File: config.mk
export PLATFORM = sky130hd
export DESIGN_NAME = tls_top
export DESIGN_NICKNAME = d
export VERILOG_FILES = /design/src/rtl/tls_pkg.sv /design/src/rtl/tls_if.sv /design/src/rtl/tls_edge.sv /design/src/rtl/tls_top.sv
export VERILOG_INCLUDE_DIRS = /design/src /design/src/rtl
export SDC_FILE = /design/constraint.sdc
export NUM_CORES = 1
export LEC_CHECK = 0
export BUFFER_PORTS_ARGS = -buffer_cell sky130_fd_sc_hd__buf_2
export CORE_MARGIN = 2
export CORE_UTILIZATION = 30
export CTS_CLUSTER_DIAMETER = 50
export DETAILED_ROUTE_END_ITERATION = 10
export GPL_ROUTABILITY_DRIVEN = 0
export MAX_ROUTING_LAYER = met4
export PLACE_DENSITY_LB_ADDON = 0.12
export SYNTH_ARGS = -nofsm -noshare
export SYNTH_HDL_FRONTEND = slang
export SYNTH_SLANG_ARGS = --single-unit
export TNS_END_PERCENT = 10
File: constraint.sdc
create_clock -name ref_clk_i -period 1.6 [get_ports ref_clk_i]
set_input_delay 0 -clock ref_clk_i [delete_from_list [all_inputs] [get_ports ref_clk_i]]
set_output_delay 0 -clock ref_clk_i [all_outputs]
set_load 0.05 [all_outputs]
File: src/rtl/tls_defs.svh
`ifndef TLS_DEFS_SVH
`define TLS_DEFS_SVH

// code shown on the diagnostic display for a travel-limit trip
`define TLS_DIAG_LIMIT 8'h2c
// display value while no travel-limit fault is pending
`define TLS_DIAG_NONE  8'h00
// bit positions of the two limit inputs
`define TLS_BIT_POS    0
`define TLS_BIT_NEG    1
// reset value of every synchroniser stage
`define TLS_SYNC_RST   2'h0
// edge memory starts high: no false edge out of reset, whatever the
// polarity; a switch already held at reset gives no edge only when inverted, else one edge
`define TLS_PREV_RST   2'h3
// hardware bound is the safe side while in reset
`define TLS_HWB_RST    1'b1

`endif

File: src/rtl/tls_pkg.sv
`default_nettype none

package tls_pkg;

    typedef enum logic [0:0] {
        TLS_RUN  = 1'b0,
        TLS_TRIP = 1'b1
    } tls_state_t;

    typedef logic [1:0] tls_pair_t;

endpackage : tls_pkg

`default_nettype wire

File: src/rtl/tls_if.sv
`default_nettype none

interface tls_if;
    import tls_pkg::*;

    tls_pair_t lvl;
    tls_pair_t rise;

    modport src (output lvl, output rise);
    modport snk (input lvl, input rise);
endinterface : tls_if

`default_nettype wire

File: src/rtl/tls_edge.sv
`include "tls_defs.svh"
`default_nettype none

module tls_edge
    import tls_pkg::*;
(
    // clock and reset
    input  wire logic      ref_clk_i,
    input  wire logic      rst_b_i,
    // raw limit pins and polarity
    input  wire tls_pair_t lim_raw_i,
    input  wire logic      invert_i,
    // levels and rising edges to the supervisor
    tls_if.src             lim
);

    ////////////////////////////////////////////////////////////////////////
    tls_pair_t meta;
    tls_pair_t sync;
    tls_pair_t prev;
    tls_pair_t next_meta;
    tls_pair_t next_sync;
    tls_pair_t next_prev;
    tls_pair_t lvl;

    // only the second stage is ever looked at
    genvar gi;
    generate
        for (gi = 0; gi < 2; gi++)
        begin : g_bit
            always_comb
            begin
                next_meta[gi] = lim_raw_i[gi];
                next_sync[gi] = meta[gi];
                lvl[gi]       = sync[gi] ^ invert_i;
                next_prev[gi] = lvl[gi];
            end
            assign lim.rise[gi] = lvl[gi] & ~prev[gi];
        end
    endgenerate

    assign lim.lvl = lvl;

    ////////////////////////////////////////////////////////////////////////
    always_ff @(posedge ref_clk_i or negedge rst_b_i)
    begin
        if (!rst_b_i)
        begin
            meta <= `TLS_SYNC_RST;
            sync <= `TLS_SYNC_RST;
            prev <= `TLS_PREV_RST;
        end
        else
        begin
            meta <= next_meta;
            sync <= next_sync;
            prev <= next_prev;
        end
    end

endmodule : tls_edge

`default_nettype wire

File: src/rtl/tls_top.sv
`include "tls_defs.svh"
`default_nettype none

module tls_top
    import tls_pkg::*;
(
    // clock and reset
    input  wire logic       ref_clk_i,
    input  wire logic       rst_b_i,
    // limit switch pins and polarity setting
    input  wire logic       lim_pos_i,
    input  wire logic       lim_neg_i,
    input  wire logic       lim_invert_i,
    // reference and soft limits
    input  wire logic       ref_valid_i,
    input  wire logic       sw_lim_en_i,
    // control requests
    input  wire logic       fault_reset_i,
    input  wire logic       power_req_i,
    input  wire logic       cmd_valid_i,
    input  wire logic       cmd_dir_pos_i,
    // reports to the control
    output logic            fault_o,
    output logic            fault_evt_o,
    output logic            fired_pos_o,
    output logic            fired_neg_o,
    output logic [7:0]      diag_display_o,
    // drive package
    output logic            power_en_o,
    // command answers and recovery direction
    output logic            cmd_accept_o,
    output logic            cmd_reject_o,
    output logic            allow_pos_o,
    output logic            allow_neg_o,
    // limit supervision status
    output logic            cable_break_o,
    output logic            sw_lim_active_o,
    output logic            hw_bound_o
);

    ////////////////////////////////////////////////////////////////////////
    tls_if lim ();

    tls_edge u_edge (
        .ref_clk_i (ref_clk_i),
        .rst_b_i   (rst_b_i),
        .lim_raw_i ({lim_neg_i, lim_pos_i}),
        .invert_i  (lim_invert_i),
        .lim       (lim.src)
    );

    ////////////////////////////////////////////////////////////////////////
    tls_state_t state;
    tls_state_t next_state;
    logic       next_fired_pos;
    logic       next_fired_neg;
    logic [7:0] next_diag;
    logic       next_evt;
    logic       next_power;
    logic       next_accept;
    logic       next_reject;
    logic       next_allow_pos;
    logic       next_allow_neg;
    logic       next_cable;
    logic       next_sw_lim;
    logic       next_hw_bound;
    logic       on_pos;
    logic       on_neg;
    logic       bad_cmd;
    logic       trip_pos;
    logic       trip_neg;
    logic       trip;

    assign on_pos = lim.lvl[`TLS_BIT_POS];
    assign on_neg = lim.lvl[`TLS_BIT_NEG];

    always_comb
    begin
        // a command heading further onto an active limit
        bad_cmd  = cmd_valid_i && ((cmd_dir_pos_i && on_pos) ||
                                   (!cmd_dir_pos_i && on_neg));
        trip_pos = lim.rise[`TLS_BIT_POS] ||
                   (bad_cmd && cmd_dir_pos_i);
        trip_neg = lim.rise[`TLS_BIT_NEG] ||
                   (bad_cmd && !cmd_dir_pos_i);
        trip     = trip_pos || trip_neg;

        next_state     = state;
        next_fired_pos = fired_pos_o;
        next_fired_neg = fired_neg_o;
        // reset taken regardless of live switch level; new event wins
        if (fault_reset_i)
        begin
            next_state     = TLS_RUN;
            next_fired_pos = 1'b0;
            next_fired_neg = 1'b0;
        end
        if (trip)
        begin
            next_state = TLS_TRIP;
        end
        if (trip_pos)
        begin
            next_fired_pos = 1'b1;
        end
        if (trip_neg)
        begin
            next_fired_neg = 1'b1;
        end

        case (next_state)
            TLS_RUN:  next_diag = `TLS_DIAG_NONE;
            TLS_TRIP: next_diag = `TLS_DIAG_LIMIT;
            default:  next_diag = `TLS_DIAG_NONE;
        endcase

        next_evt    = trip;
        // only this package loses power; stop chain left alone
        next_power  = power_req_i && (next_state == TLS_RUN);
        next_accept = cmd_valid_i && !bad_cmd;
        next_reject = bad_cmd;
        // direction away from whichever limit is held
        next_allow_pos = !on_pos && !(state == TLS_TRIP && fired_pos_o);
        next_allow_neg = !on_neg && !(state == TLS_TRIP && fired_neg_o);
        // broken wire on closed-type switches reads as both active
        next_cable  = lim_invert_i && on_pos && on_neg;
        next_sw_lim = sw_lim_en_i && ref_valid_i;
        next_hw_bound = !next_sw_lim;
    end

    ////////////////////////////////////////////////////////////////////////
    always_ff @(posedge ref_clk_i or negedge rst_b_i)
    begin
        if (!rst_b_i)
        begin
            state           <= TLS_RUN;
            fired_pos_o     <= 1'b0;
            fired_neg_o     <= 1'b0;
            diag_display_o  <= `TLS_DIAG_NONE;
            fault_evt_o     <= 1'b0;
            power_en_o      <= 1'b0;
            cmd_accept_o    <= 1'b0;
            cmd_reject_o    <= 1'b0;
            allow_pos_o     <= 1'b0;
            allow_neg_o     <= 1'b0;
            cable_break_o   <= 1'b0;
            sw_lim_active_o <= 1'b0;
            hw_bound_o      <= `TLS_HWB_RST;
        end
        else
        begin
            state           <= next_state;
            fired_pos_o     <= next_fired_pos;
            fired_neg_o     <= next_fired_neg;
            diag_display_o  <= next_diag;
            fault_evt_o     <= next_evt;
            power_en_o      <= next_power;
            cmd_accept_o    <= next_accept;
            cmd_reject_o    <= next_reject;
            allow_pos_o     <= next_allow_pos;
            allow_neg_o     <= next_allow_neg;
            cable_break_o   <= next_cable;
            sw_lim_active_o <= next_sw_lim;
            hw_bound_o      <= next_hw_bound;
        end
    end

    assign fault_o = (state == TLS_TRIP);
endmodule : tls_top

`default_nettype wire

[Yosys cells after proc, flatten, opt, wreduce, memory -nomap -nowiden]
Cells that the tools add are included.
Word-level totals
  input bits: 11
  word-level logic and storage cells: 56
  output and inout port bits: 20
  register bits after elaboration: 26
Operators by class
  mux-type cells: 6
  bitwise gates (word level): 7
  reductions and logical operators: 27
Operator list (count)
  $pmux 8 s2: 1
  $logic_and 1x1->1: 14
  $logic_not 1->1: 7
  $mux 1: 5
  $logic_or 1x1->1: 4
  $reduce_bool 2->1: 2
  $not 1->1: 3
  $and 1x1->1: 2
  $xor 1x1->1: 2

[Logic depth before layout (Yosys ltp)]
Gate-level depths: netlist of the first run.
  depth after elaboration: 10
  gate-level depth with buffers: 5

[Modules after synthesis]
A second synthesis of the first run with hierarchy kept.
Second synthesis, totals
  cell total of the unflattened synthesis: 52
  area, all modules: 666.9 um^2
Modules (own cells, without submodules)
  tls_top: area an instance 481.7 um^2, cells each 42, instances 1
  tls_edge: area an instance 185.2 um^2, cells each 10, instances 1

[Worst setup path after synthesis of the first run]
OpenSTA, ideal clock, no wires.
  kind: reg-to-reg
  from: reg, netlist name diag_display_o[3]
  to: reg diag_display_o[3]
  cell stages (with the launch flop): 3
  path buffers: 0
  slack: 0.384 ns
  setup time: 0.132 ns
  arrival time: 1.085 ns
  required time: 1.468 ns
  cells stage by stage: dfrtp_1 > nand2b_1 > or3b_1
RTL lines
  end signal, assigned: RTL line tls_top.sv:139  | diag_display_o <= `TLS_DIAG_NONE;
  end signal, assigned: RTL line tls_top.sv:155  | diag_display_o <= next_diag;
  end, declared: RTL line tls_top.sv:27  | output logic [7:0] diag_display_o,

[Worst setup path after layout of the first run]
  from: in lim_invert_i
  to: reg cmd_reject_o
Between the ends
  cells in the longest elaborated chain, start to end: 4
RTL lines
  start, declared: RTL line tls_top.sv:13  | input wire logic lim_invert_i,
  $xor 1x1->1: RTL line tls_edge.sv:35  | lvl[gi] = sync[gi] ^ invert_i;
  named net lim.lvl[0]: RTL line tls_if.sv:6  | tls_pair_t lvl;
  $logic_and 1x1->1: RTL line tls_top.sv:80  | bad_cmd = cmd_valid_i && ((cmd_dir_pos_i && on_pos) ||
  $logic_or 1x1->1: RTL line tls_top.sv:80
  $logic_and 1x1->1: RTL line tls_top.sv:80
  named net bad_cmd: RTL line tls_top.sv:69  | logic bad_cmd;
  end signal, assigned: RTL line tls_top.sv:159  | cmd_reject_o <= next_reject;
  end, declared: RTL line tls_top.sv:32  | output logic cmd_reject_o,
The timed path passes the listed nets, and every way through them passes these cells.
A chain may end at the register's enable or synchronous reset.

==> impl_results.md, run 1 <==
* Run status: finished, final reports clean
* DRT iter0 DRCs at 2
* Max clock buf depth at 2
* Setup total negative slack at 0 ns
* Later-pin clock latency in the skew report at between 0.2 and 0.3 ns
* FF+latch count, synth at 18
* TritonCTS clock tree: built
* Reg-to-Reg Start: u_edge.sync[0]
* First-pass GRT wire length at 1.68 mm
* Vias after detailed routing at 434
* Synthesized instance count at 51
* Worst hold path cell count at 3
* Register-to-register setup slack at between 0.3 and 0.4 ns
* Height of the chip at between 50 and 60 um
* Worst hold endpoint: cmd_accept_o
* Mux share of post-synthesis cell area at 1.66%
* Antenna cell count at 0
* Hold violation count in the final report at 0
* Clock-pin slew reported for the worst setup and hold paths after clock tree synthesis at 0.09 ns
* Max FO, Critical Path at 3
* Core ar. at approximately 2200 sq um
* Reg-to-reg endpoint: cmd_reject_o
* # DRC at 0
* Post-synthesis cell area at around 680 sq um
* Sequential cell area at ~450 sq um
* Minimum period implied by the final worst setup slack at about 1.3 ns
* Element type at the critical path end: register
* Ranking of synthesized cells by area: sky130_fd_sc_hd__dfrtp_1 55%, sky130_fd_sc_hd__dfstp_2 12%, sky130_fd_sc_hd__buf_4 8.8%
* Period utilisation layout at 80.6%
* Die area at ~2700 sq um
* Total wirelength of the detailed-routed design at a little over 1 mm
* Worst setup skew after layout at 0.00737 ns
* Global router's overall resource usage at 9.21%
* Synth Warn # at 0
* Number of clock buffers inserted by TritonCTS at 3
* Detailed-routing iteration count for the pre-antenna-repair pass at 2
* Final number of setup-violating endpoints at 0
* Wirelength per Cell at 9.15 um
* Xor/xnor cell area share of the yosys netlist at 1.29%
* H-tree depth at 1
* Mean cell area of the mapped netlist at 13.3 sq um
* Pin count of the biggest net entering global routing at 19
* Total number of clock tree sinks at 18
* Final net count at 98
* Unrepaired setup endpoints after global routing: false
* Peak supply drop at 720 uV
* FF-to-FF path depth at 5
* Area added between synthesis and finish at 35.5%
* Max-slew violation count at 0
* Post-Synth Simple-Gate Area at under 10%
* Power Density at 1220 nW/um^2
* Count of different cell masters after synthesis at 20
* Placed instance count at 100
* Worst hold path class: input port to register
* Cell at the root of the clock tree: sky130_fd_sc_hd__clkbuf_4
* Adder-cell area share of the yosys netlist at 1.84%
* Kind of start point of the critical path: input port
* Static power due to leakage at between 0.4 and 0.5 nW
* Share of the yosys chip area belonging to registers at between 60 and 70%
* Fill count at 233
* Buffers inserted during post-CTS setup optimization at 0
* Cell type with the largest total area after synthesis: sky130_fd_sc_hd__dfrtp_1
* Initial antenna violation count at 0
* DR vias/cell at 3.84
* Critical path data arrival time at 1.47 ns
* Crit path cell chain: dlygate4sd3_1, buf_2, ha_1, inv_1, mux2_2, and2_1
* Worst hold path startpoint: cmd_dir_pos_i
* Top-level I/O count at 31
* Maximum operating frequency at 775 MHz
* WP depth at 6
* Slowest cell on the critical path: sky130_fd_sc_hd__dlygate4sd3_1
* Main combinational cell family by area after synthesis: buffers and inverters
* Layout cells sized above 1 at 43.5%
* Final hold slack at between 0.04 and 0.05 ns
* Total area of multi-input combinational cells at between 150 and 200 sq um
* Share of Yosys cell area claimed by the top area cell type at around 55%
* Category of the critical setup timing path: input port to register
* Req. time, crit path at 1.78 ns
* Site row count at 17
* Synthesized-area fraction occupied by ao, oa, aoi and oai cells at under 10%
* Global route total overflow at 0
* Die outline width at 51.6 um
* DPL Wire Length at 782 um
* Port buffer count at 25
* ANT nets after route at 0
* Gate family responsible for the most delay along the worst path: buffers and inverters
* Slowest stage delay, CP at 0.53 ns
* Buffers & Inverters on Critical Path at 3
* Via count of the first global-routing pass at 395
* # Max-Cap Violations at 0
* Effective utilization at floorplan at 31.3%
* Count of non-filler cells in the finished layout at 113
how the worst max path moves through the flow:
stage / startpoint / slack [ns] / end
after global placement: u_edge.sync[0] / 0.35 / cmd_reject_o
after global routing: u_edge.sync[0] / 0.22 / cmd_reject_o
final: lim_invert_i / 0.31 / cmd_reject_o
after detailed placement: u_edge.sync[0] / 0.33 / cmd_reject_o
after floorplan: diag_display_o[3] / 0.38 / diag_display_o[3]
after CTS: u_edge.sync[0] / 0.29 / cmd_reject_o
cell type report:
cell class,instances,share of cell area (%)
multi-input cells,25,17.9
repair buffers,34,23.4
well taps,28,3.80
clock buffers,4,3.94
flip-flops and latches,18,49.3
inverters,4,1.63
cells in the mapped netlist:
master                     number
sky130_fd_sc_hd__dfrtp_1       15
sky130_fd_sc_hd__and2_1         1
sky130_fd_sc_hd__conb_1         1
sky130_fd_sc_hd__inv_1          4
sky130_fd_sc_hd__and2_2         1
sky130_fd_sc_hd__nand2_1        3
sky130_fd_sc_hd__mux2_2         1
sky130_fd_sc_hd__nor2b_1        1
sky130_fd_sc_hd__nand2b_1       2
sky130_fd_sc_hd__or3b_1         1
sky130_fd_sc_hd__a21boi_4       1
sky130_fd_sc_hd__buf_4          8
sky130_fd_sc_hd__a21o_1         1
sky130_fd_sc_hd__dfstp_2        3
sky130_fd_sc_hd__or2_2          1
sky130_fd_sc_hd__nor3_1         1
sky130_fd_sc_hd__a21o_2         1
sky130_fd_sc_hd__xor2_1         1
sky130_fd_sc_hd__ha_1           1
sky130_fd_sc_hd__a21oi_1        3
per-stage QoR:
stage | utilization, % | setup WS, ns | area [sq um] | total power [mW]
after floorplan | - | 0.384 | 694 | 0.803
final | 42.4 | 0.310 | 921 | 1.13
after global placement | 36.6 | 0.349 | 795 | 0.859
after detailed placement | 36.6 | 0.333 | 795 | 0.859
after global routing | 42.4 | 0.221 | 921 | 1.20
after CTS | 42.4 | 0.293 | 921 | 1.15
routing by layer:
metal	wire, um	up-vias	GRT usage [%]
met5	0	-	-
met4	11	0	3.95
met3	76	2	4.31
met2	522	18	15.2
met1	423	201	9.41
li1	-	213	-
repair_timing:
item	in CTS	in global routing
gates resized for setup	0	0
endpoints found under the setup margin	0	0
hold endpoints to repair	27	0
hold buffers	9	0
power by group:
part / total, mW / internal, mW / switching [mW]
combinational: 0.338 / 0.0850 / 0.253
clock: 0.266 / 0.138 / 0.127
sequential: 0.524 / 0.504 / 0.0202
total: 1.13 / 0.727 / 0.400
state kept, by name, summed over array words and instances (netlist names):
register,flops
allow_pos_o,1
cmd_accept_o,1
cmd_reject_o,1
diag_display_o,1
allow_neg_o,1
power_en_o,1
u_edge.sync,2
fault_evt_o,1
cable_break_o,1
fired_pos_o,1
hw_bound_o,1
u_edge.prev,2
fired_neg_o,1
sw_lim_active_o,1
u_edge.meta,2
kinds of logic after synthesis:
family / count (synthesis)
flops: 18
mux: 1
other cells: 1
simple gates: 11
buf+inv: 12
fa+ha+maj: 1
compound gates: 6
xor+xnor: 1
worst register-to-register path, stage by stage (launching register included):
cell and delay (ns):
sky130_fd_sc_hd__dfrtp_1 0.34, sky130_fd_sc_hd__inv_1 0.04, sky130_fd_sc_hd__ha_1 0.29, sky130_fd_sc_hd__inv_1 0.08, sky130_fd_sc_hd__mux2_2 0.28, sky130_fd_sc_hd__and2_1 0.16
cell usage in the layout, fill, tap and decap left out:
master	n
sky130_fd_sc_hd__nand2b_1	2
sky130_fd_sc_hd__a21o_2	1
sky130_fd_sc_hd__or3b_1	1
sky130_fd_sc_hd__dfrtp_1	15
sky130_fd_sc_hd__dfstp_2	3
sky130_fd_sc_hd__or2_2	1
sky130_fd_sc_hd__a21oi_1	3
sky130_fd_sc_hd__conb_1	5
sky130_fd_sc_hd__and2_2	1
sky130_fd_sc_hd__nand2_1	3
sky130_fd_sc_hd__and2_1	1
sky130_fd_sc_hd__inv_1	4
sky130_fd_sc_hd__a21boi_4	1
sky130_fd_sc_hd__buf_2	25
sky130_fd_sc_hd__a21o_1	1
sky130_fd_sc_hd__xor2_1	1
sky130_fd_sc_hd__ha_1	1
sky130_fd_sc_hd__dlygate4sd3_1	9
sky130_fd_sc_hd__mux2_2	1
sky130_fd_sc_hd__nor2b_1	1
sky130_fd_sc_hd__nor3_1	1
sky130_fd_sc_hd__clkbuf_8	1
sky130_fd_sc_hd__clkbuf_4	3
(Power assumes the default switching activity.)
==> run 2, diff against run 1 <==
--- a/config.mk
+++ b/config.mk
@@ -6,6 +6,7 @@
 export SDC_FILE = /design/constraint.sdc
 export NUM_CORES = 1
 export LEC_CHECK = 0
+export ABC_AREA = 1
 export BUFFER_PORTS_ARGS = -buffer_cell sky130_fd_sc_hd__buf_2
 export CORE_MARGIN = 2
 export CORE_UTILIZATION = 30
==> constraint.sdc (replaced) <==
create_clock -name ref_clk_i -period 1.19 [get_ports ref_clk_i]
set_input_delay 0 -clock ref_clk_i [delete_from_list [all_inputs] [get_ports ref_clk_i]]
set_output_delay 0 -clock ref_clk_i [all_outputs]
set_load 0.05 [all_outputs]
==> impl_results.md, run 2 <==
* Final net count at 111
* Die outline width at 52.8 um
* Placement Cell Area at 828 sq um
* Most repeated cell in the gate-level netlist after synthesis: sky130_fd_sc_hd__dfrtp_1
* Synth Warn # at 0
* Post-synthesis cell area at 713 sq um
* H-tree depth at 1
* Slowest cell on the critical path: sky130_fd_sc_hd__dlygate4sd3_1
* Register-to-register setup slack at 0.15 ns
* Critical path data arrival time at 1.29 ns
* Element type at the critical path end: register
* Fill count at 232
* Share of the yosys chip area belonging to registers at 63.7%
* Post-synth top flop: sky130_fd_sc_hd__dfrtp_1
* Mean cell area of the mapped netlist at roughly 11 sq um
* Antenna cell count at 0
* Count of different cell masters after synthesis at 15
* Kind of start point of the critical path: input port
* Ranking of synthesized cells by area: sky130_fd_sc_hd__dfrtp_1 53%, sky130_fd_sc_hd__dfstp_2 11%, sky130_fd_sc_hd__buf_4 8.4%
* Run status: finished, final reports clean
* Via count of the first global-routing pass at 475
* Area added between synthesis and finish at 35.3%
* FF+latch count, synth at 18
* Slowest stage delay, CP at between 0.5 and 0.6 ns
* Maximum operating frequency at 914 MHz
* Minimum period implied by the final worst setup slack at 1.09 ns
* ANT nets after route at 0
* Die area at 2780 sq um
* TritonCTS clock tree: built
* Clock-pin slew reported for the worst setup and hold paths after clock tree synthesis at around 0.11 ns
* Number of clock buffers inserted by TritonCTS at 3
* Async set-reset flop share out of synthesis at 100%
* Worst setup path endpoint: sw_lim_active_o
* Initial antenna violation count at 0
* Top-level I/O count at 31
* DPL Wire Length at 842 um
* Worst hold path class: input port to asynchronous set/reset pin
* Buffers inserted during post-CTS setup optimization at 0
* First-pass GRT wire length at 1.88 mm
* Number of synthesized flops with an enable pin at 0
* Sequential cell area at 454 sq um
* DRT iter0 DRCs at 3
* Site row count at 17
* Leading cell types by count after synthesis: 15 x sky130_fd_sc_hd__dfrtp_1, 12 x sky130_fd_sc_hd__nand2_1, 8 x sky130_fd_sc_hd__buf_4, 8 x sky130_fd_sc_hd__inv_1, 5 x sky130_fd_sc_hd__nand2_2
* # Max-Cap Violations at 0
* Worst setup skew after layout at just under 0.01 ns
* Synthesized instance count at 63
* Total number of clock tree sinks at 18
* Pin count of the biggest net entering global routing at 19
* Top Registers: u_edge.meta: 2 flops, u_edge.prev: 2 flops, u_edge.sync: 2 flops
* Layout cells sized above 1 at 43.9%
* Reg-to-reg endpoint: power_en_o
* FF-to-FF path depth at 6
* Height of the chip at 52.8 um
* Period utilisation layout at about nine tenths
* Power Density at ~1600 nW/um^2
* Core ar. at 2230 sq um
* Wirelength per Cell at 8.97 um
* Effective utilization at floorplan at between 30% and 40%
* Beginning of the critical path: ref_valid_i
* Core occupancy in the finished layout at 43.2%
* Later-pin clock latency in the skew report at 0.29 ns
* Crit path cell chain: dlygate4sd3_1, buf_2, nand2_1, dlygate4sd3_1, inv_1
* Cell type with the largest total area after synthesis: sky130_fd_sc_hd__dfrtp_1
* Detailed-routing iteration count for the pre-antenna-repair pass at 4
* Category of the critical setup timing path: input port to register
* DR vias/cell at 3.79
* Unrepaired setup endpoints after global routing: false
* Worst path most repeated cell: sky130_fd_sc_hd__dlygate4sd3_1
* Setup total negative slack at 0 ns
* Hold violation count in the final report at 0
* Share of Yosys cell area claimed by the top area cell type at between 50% and 60%
* Port buffer count at 25
* Final number of setup-violating endpoints at 0
* Reg-to-Reg Start: u_edge.sync[0]
* Static power due to leakage at about 0.53 nW
* Req. time, crit path at 1.39 ns
* Post-route standard cell area excluding fillers at 965 sq um
* Total area of multi-input combinational cells at 180 sq um
* Vias after detailed routing at 477
* Commonest non-fill, non-tap cell in the layout: sky130_fd_sc_hd__buf_2
* Max-slew violation count at 0
* Top library cells by usage in the layout, fill and taps aside: 25 x sky130_fd_sc_hd__buf_2, 15 x sky130_fd_sc_hd__dfrtp_1, 12 x sky130_fd_sc_hd__nand2_1
* Global router's overall resource usage at a little under 10%
* Total wirelength of the detailed-routed design at 1.13 mm
* Max clock buf depth at 2
* Global route total overflow at 0
* Max FO, Critical Path at 2
* Cell at the root of the clock tree: sky130_fd_sc_hd__clkbuf_4
* Peak supply drop at 666 uV
* # DRC at 0
-- run 2: cell types whose count changed in the layout (fill, tap and decap cells not counted), sizes merged, moves of 2 or more --
cell,before,now
nand2b,2,0
inv,4,9
a21o,2,0
nor2,0,2
nand2,3,19
and2,2,0
-- run 2: repair_timing --
item / CTS / global route
hold buffers: 10 / 0
resized for setup: 0 / 1
hold endpoints to repair: 28 / 0
endpoints found under the setup margin: 0 / 1
-- run 2: worst max-delay path, delay by kind of cell --
kind	cells	cell delay, ns
and+or+nand+nor	1	0.04
buffers and inverters	4	1.25
-- run 2: power breakdown --
group / internal [mW] / total (mW) / switching, mW / leakage, nW
Combinational: 0.104 / 0.441 / 0.337 / 0.292
Clock: 0.186 / 0.369 / 0.183 / 0.0210
Sequential: 0.671 / 0.697 / 0.0251 / 0.214
Total: 0.962 / 1.51 / 0.545 / 0.527
-- run 2: metal layers --
metal	GRT usage, %	vias to the layer above	wire length, um
li1	-	243	-
met1	10.4	216	476
met2	16.5	16	579
met3	2.57	2	66
met4	6.41	0	8
met5	-	-	0
-- run 2: final cells by class --
type,instances,area share (%)
timing repair buffer,35,23.3
inverter,9,3.50
multi-input combinational,32,18.7
sequential,18,47.1
clock buffer,4,3.76
tap,28,3.63
-- run 2: worst min-delay path by stage --
stage / start / to / slack [ns] / depth (start not counted)
global route: rst_b_i / u_edge.meta[1] / 0.17 / 2
global placement: rst_b_i / u_edge.meta[1] / -0.05 / 1
detailed placement: rst_b_i / u_edge.meta[1] / -0.05 / 1
floorplan: rst_b_i / allow_neg_o / -0.30 / 0
CTS: rst_b_i / u_edge.meta[1] / 0.15 / 2
finish: rst_b_i / u_edge.sync[1] / 0.15 / 2
-- run 2: stage by stage --
stage	setup slack [ns]	hold WS [ns]	power, mW	cells
floorplan	0.0794	-0.296	1.06	67
global placement	0.156	-0.0476	1.13	112
detailed placement	0.111	-0.0494	1.13	112
CTS	0.0937	0.150	1.54	126
global route	0.0285	0.166	1.60	126
finish	0.0956	0.148	1.51	126
-- run 2: kinds of logic after synthesis --
family	share of synthesized area, %
simple gates	17.7
flops	63.7
buf+inv	13.2
compound gates	3.16
fa+ha+maj	1.75
other cells	0.526
==> run 3, diff against run 2 <==
--- a/config.mk
+++ b/config.mk
@@ -6,10 +6,9 @@
 export SDC_FILE = /design/constraint.sdc
 export NUM_CORES = 1
 export LEC_CHECK = 0
-export ABC_AREA = 1
 export BUFFER_PORTS_ARGS = -buffer_cell sky130_fd_sc_hd__buf_2
 export CORE_MARGIN = 2
-export CORE_UTILIZATION = 30
+export CORE_UTILIZATION = 35
 export CTS_CLUSTER_DIAMETER = 50
 export DETAILED_ROUTE_END_ITERATION = 10
 export GPL_ROUTABILITY_DRIVEN = 0
==> impl_results.md, run 3 (synthesis gave the netlist of run 1 again) <==
* Run status: finished with violations
* Failing checks: negative setup slack
* Fill count at 167
* Category of the critical setup timing path: register to register
* Net switching power figure at 0.549 mW
* Commonest non-fill, non-tap cell in the layout: sky130_fd_sc_hd__buf_2
* Power Density at 1590 nW/um^2
* Overall power after layout at about 1.6 mW
* # Max-Cap Violations at 0
* Hold violation count in the final report at 0
* Max clock buf depth at 2
* Met2 track demand over resource in global routing at 18.9%
* Total area of multi-input combinational cells at 208 sq um
* Wirelength per Cell at about 9.5 um
* Register-to-register setup slack at -0.0007 ns
* Share of power burned in combinational logic at 31.9%
* Port buffer count at 25
* Number of clock buffers inserted by TritonCTS at 3
* Vias after detailed routing at 442
* Switching share of power at between 30% and 40%
* DPL Wire Length at just over 700 um
* Peak supply drop at 820 uV
* Unrepaired setup endpoints after global routing: true
* Area added between synthesis and finish at 44.0%
* Top-level I/O count at 31
* TritonCTS clock tree: built
* Max-slew violation count at 0
* Sequential cell area at 455 sq um
* Clock group share of total power at 22.6%
* Global route total overflow at 0
* Clock-pin slew reported for the worst setup and hold paths after clock tree synthesis at 0.09 ns
* Die area at 2310 sq um
* DRT iter0 DRCs at 0
* Element type at the critical path end: register
* Worst setup skew after layout at 0.00103 ns
* Global router's overall resource usage at between 10% and 20%
* Met1 Usage GRT at 12.6%
* Max FO, Critical Path at 3
* Sequential share of power at between 40% and 50%
* Pin count of the biggest net entering global routing at 19
* Die outline width at about 48 um
* Cell at the root of the clock tree: sky130_fd_sc_hd__clkbuf_4
* DR vias/cell at 3.91
* Final net count at 101
* Internal power component at 1.01 mW
* Antenna cell count at 0
* H-tree depth at 1
* Period utilisation layout at 100%
* Maximum operating frequency at between 800 and 900 MHz
* Met3 GRT Util at 6.04%
* First-pass GRT wire length at between 1.5 and 2 mm
* Final number of setup-violating endpoints at 1
* Top library cells by usage in the layout, fill and taps aside: 25 x sky130_fd_sc_hd__buf_2, 14 x sky130_fd_sc_hd__dfrtp_1, 7 x sky130_fd_sc_hd__dlygate4sd3_1
* Later-pin clock latency in the skew report at 0.28 ns
* Static power due to leakage at ~0.51 nW
* Height of the chip at 48.1 um
* Minimum period implied by the final worst setup slack at between 1 and 1.5 ns
* Total number of clock tree sinks at 18
* Initial antenna violation count at 0
* Worst hold path class: input port to register
* Worst-case setup margin in the final layout at -0.000745 ns
* Final hold slack at 0.0190 ns
* Req. time, crit path at 1.35 ns
* # DRC at 0
* ANT nets after route at 0
* Site row count at 15
* Layout cells sized above 1 at between 50% and 60%
* Top Registers: u_edge.meta: 2 flops, u_edge.prev: 2 flops, u_edge.sync: 2 flops
* Detailed-routing iteration count for the pre-antenna-repair pass at 1
* Kind of start point of the critical path: register
* Busiest layer in global routing: met2
* Total wirelength of the detailed-routed design at 1.07 mm
* Critical path data arrival time at 1.35 ns
* Via count of the first global-routing pass at ~410
* Core occupancy in the finished layout at 54.9%
* Effective utilization at floorplan at about two fifths
* Core ar. at 1780 sq um
run 3: cell count changes in the layout (fill, tap and decap cells not counted), moves of 2 or more:
| cell | delta |
|---|---|
| sky130_fd_sc_hd__nand2_1 | -9 |
| sky130_fd_sc_hd__buf_4 | +5 |
| sky130_fd_sc_hd__inv_1 | -5 |
| sky130_fd_sc_hd__nand2_2 | -5 |
| sky130_fd_sc_hd__dlygate4sd3_1 | -3 |
| sky130_fd_sc_hd__nand2_4 | -2 |
| sky130_fd_sc_hd__nand2b_1 | +2 |
run 3: critical path, cell delays in order, from the launching register on:
cell and delay, ns:
sky130_fd_sc_hd__dfrtp_1 0.35, sky130_fd_sc_hd__inv_2 0.04, sky130_fd_sc_hd__ha_4 0.27, sky130_fd_sc_hd__a21oi_4 0.03
sky130_fd_sc_hd__or3b_1 0.37
run 3: stage by stage:
step                setup TNS [ns]  setup WS (ns)  instances  cell area (sq um)
finish                   -0.000745      -0.000745        113                978
global route                -0.102        -0.0519        113                978
CTS                        -0.0149       -0.00970        113                973
detailed placement         -0.0710        -0.0418         99                807
global placement           -0.0261        -0.0261         99                807
floorplan                        0         0.0132         55                696
run 3: area by class of cell:
class                   count  share of cell area, %
flip-flops and latches     18                   46.5
repair buffers             37                   23.8
multi-input cells          25                   21.2
clock buffers               4                   3.71
well taps                  25                   3.20
inverters                   4                   1.53
run 3: power by group through the flow:
stage	logic [mW]	clock network, mW	registers (mW)
floorplan	0.195	0	0.887
global placement	0.444	0	0.718
detailed placement	0.442	0	0.720
CTS	0.498	0.365	0.712
global route	0.528	0.396	0.718
finish	0.497	0.352	0.710
run 3: per-layer routing:
layer  routed length, um  vias to the layer above
met1                 453                      203
met3                  81                        2
li1                    -                      218
met4                   9                        0
met2                 524                       19
met5                   0                        -
run 3: timing repair:
| item | in CTS | in global routing |
|---|---|---|
| hold endpoints to repair | 25 | 0 |
| pin swaps | 4 | 0 |
| setup endpoints to repair | 2 | 4 |
| gates resized for setup | 8 | 1 |
| buffers inserted | 3 | 0 |
| hold buffers | 7 | 0 |
run 3: path summary, 6_finish.rpt:
path                       cells past startpoint                 to           start
hold reg to reg                                0     u_edge.sync[0]  u_edge.meta[0]
setup / recovery                               4  diag_display_o[3]  u_edge.sync[0]
setup reg to reg                               4  diag_display_o[3]  u_edge.sync[0]
min in group asynchronous                      2        fault_evt_o         rst_b_i
hold / removal                                 3        fired_pos_o   fault_reset_i
max in group asynchronous                      2     u_edge.prev[0]         rst_b_i
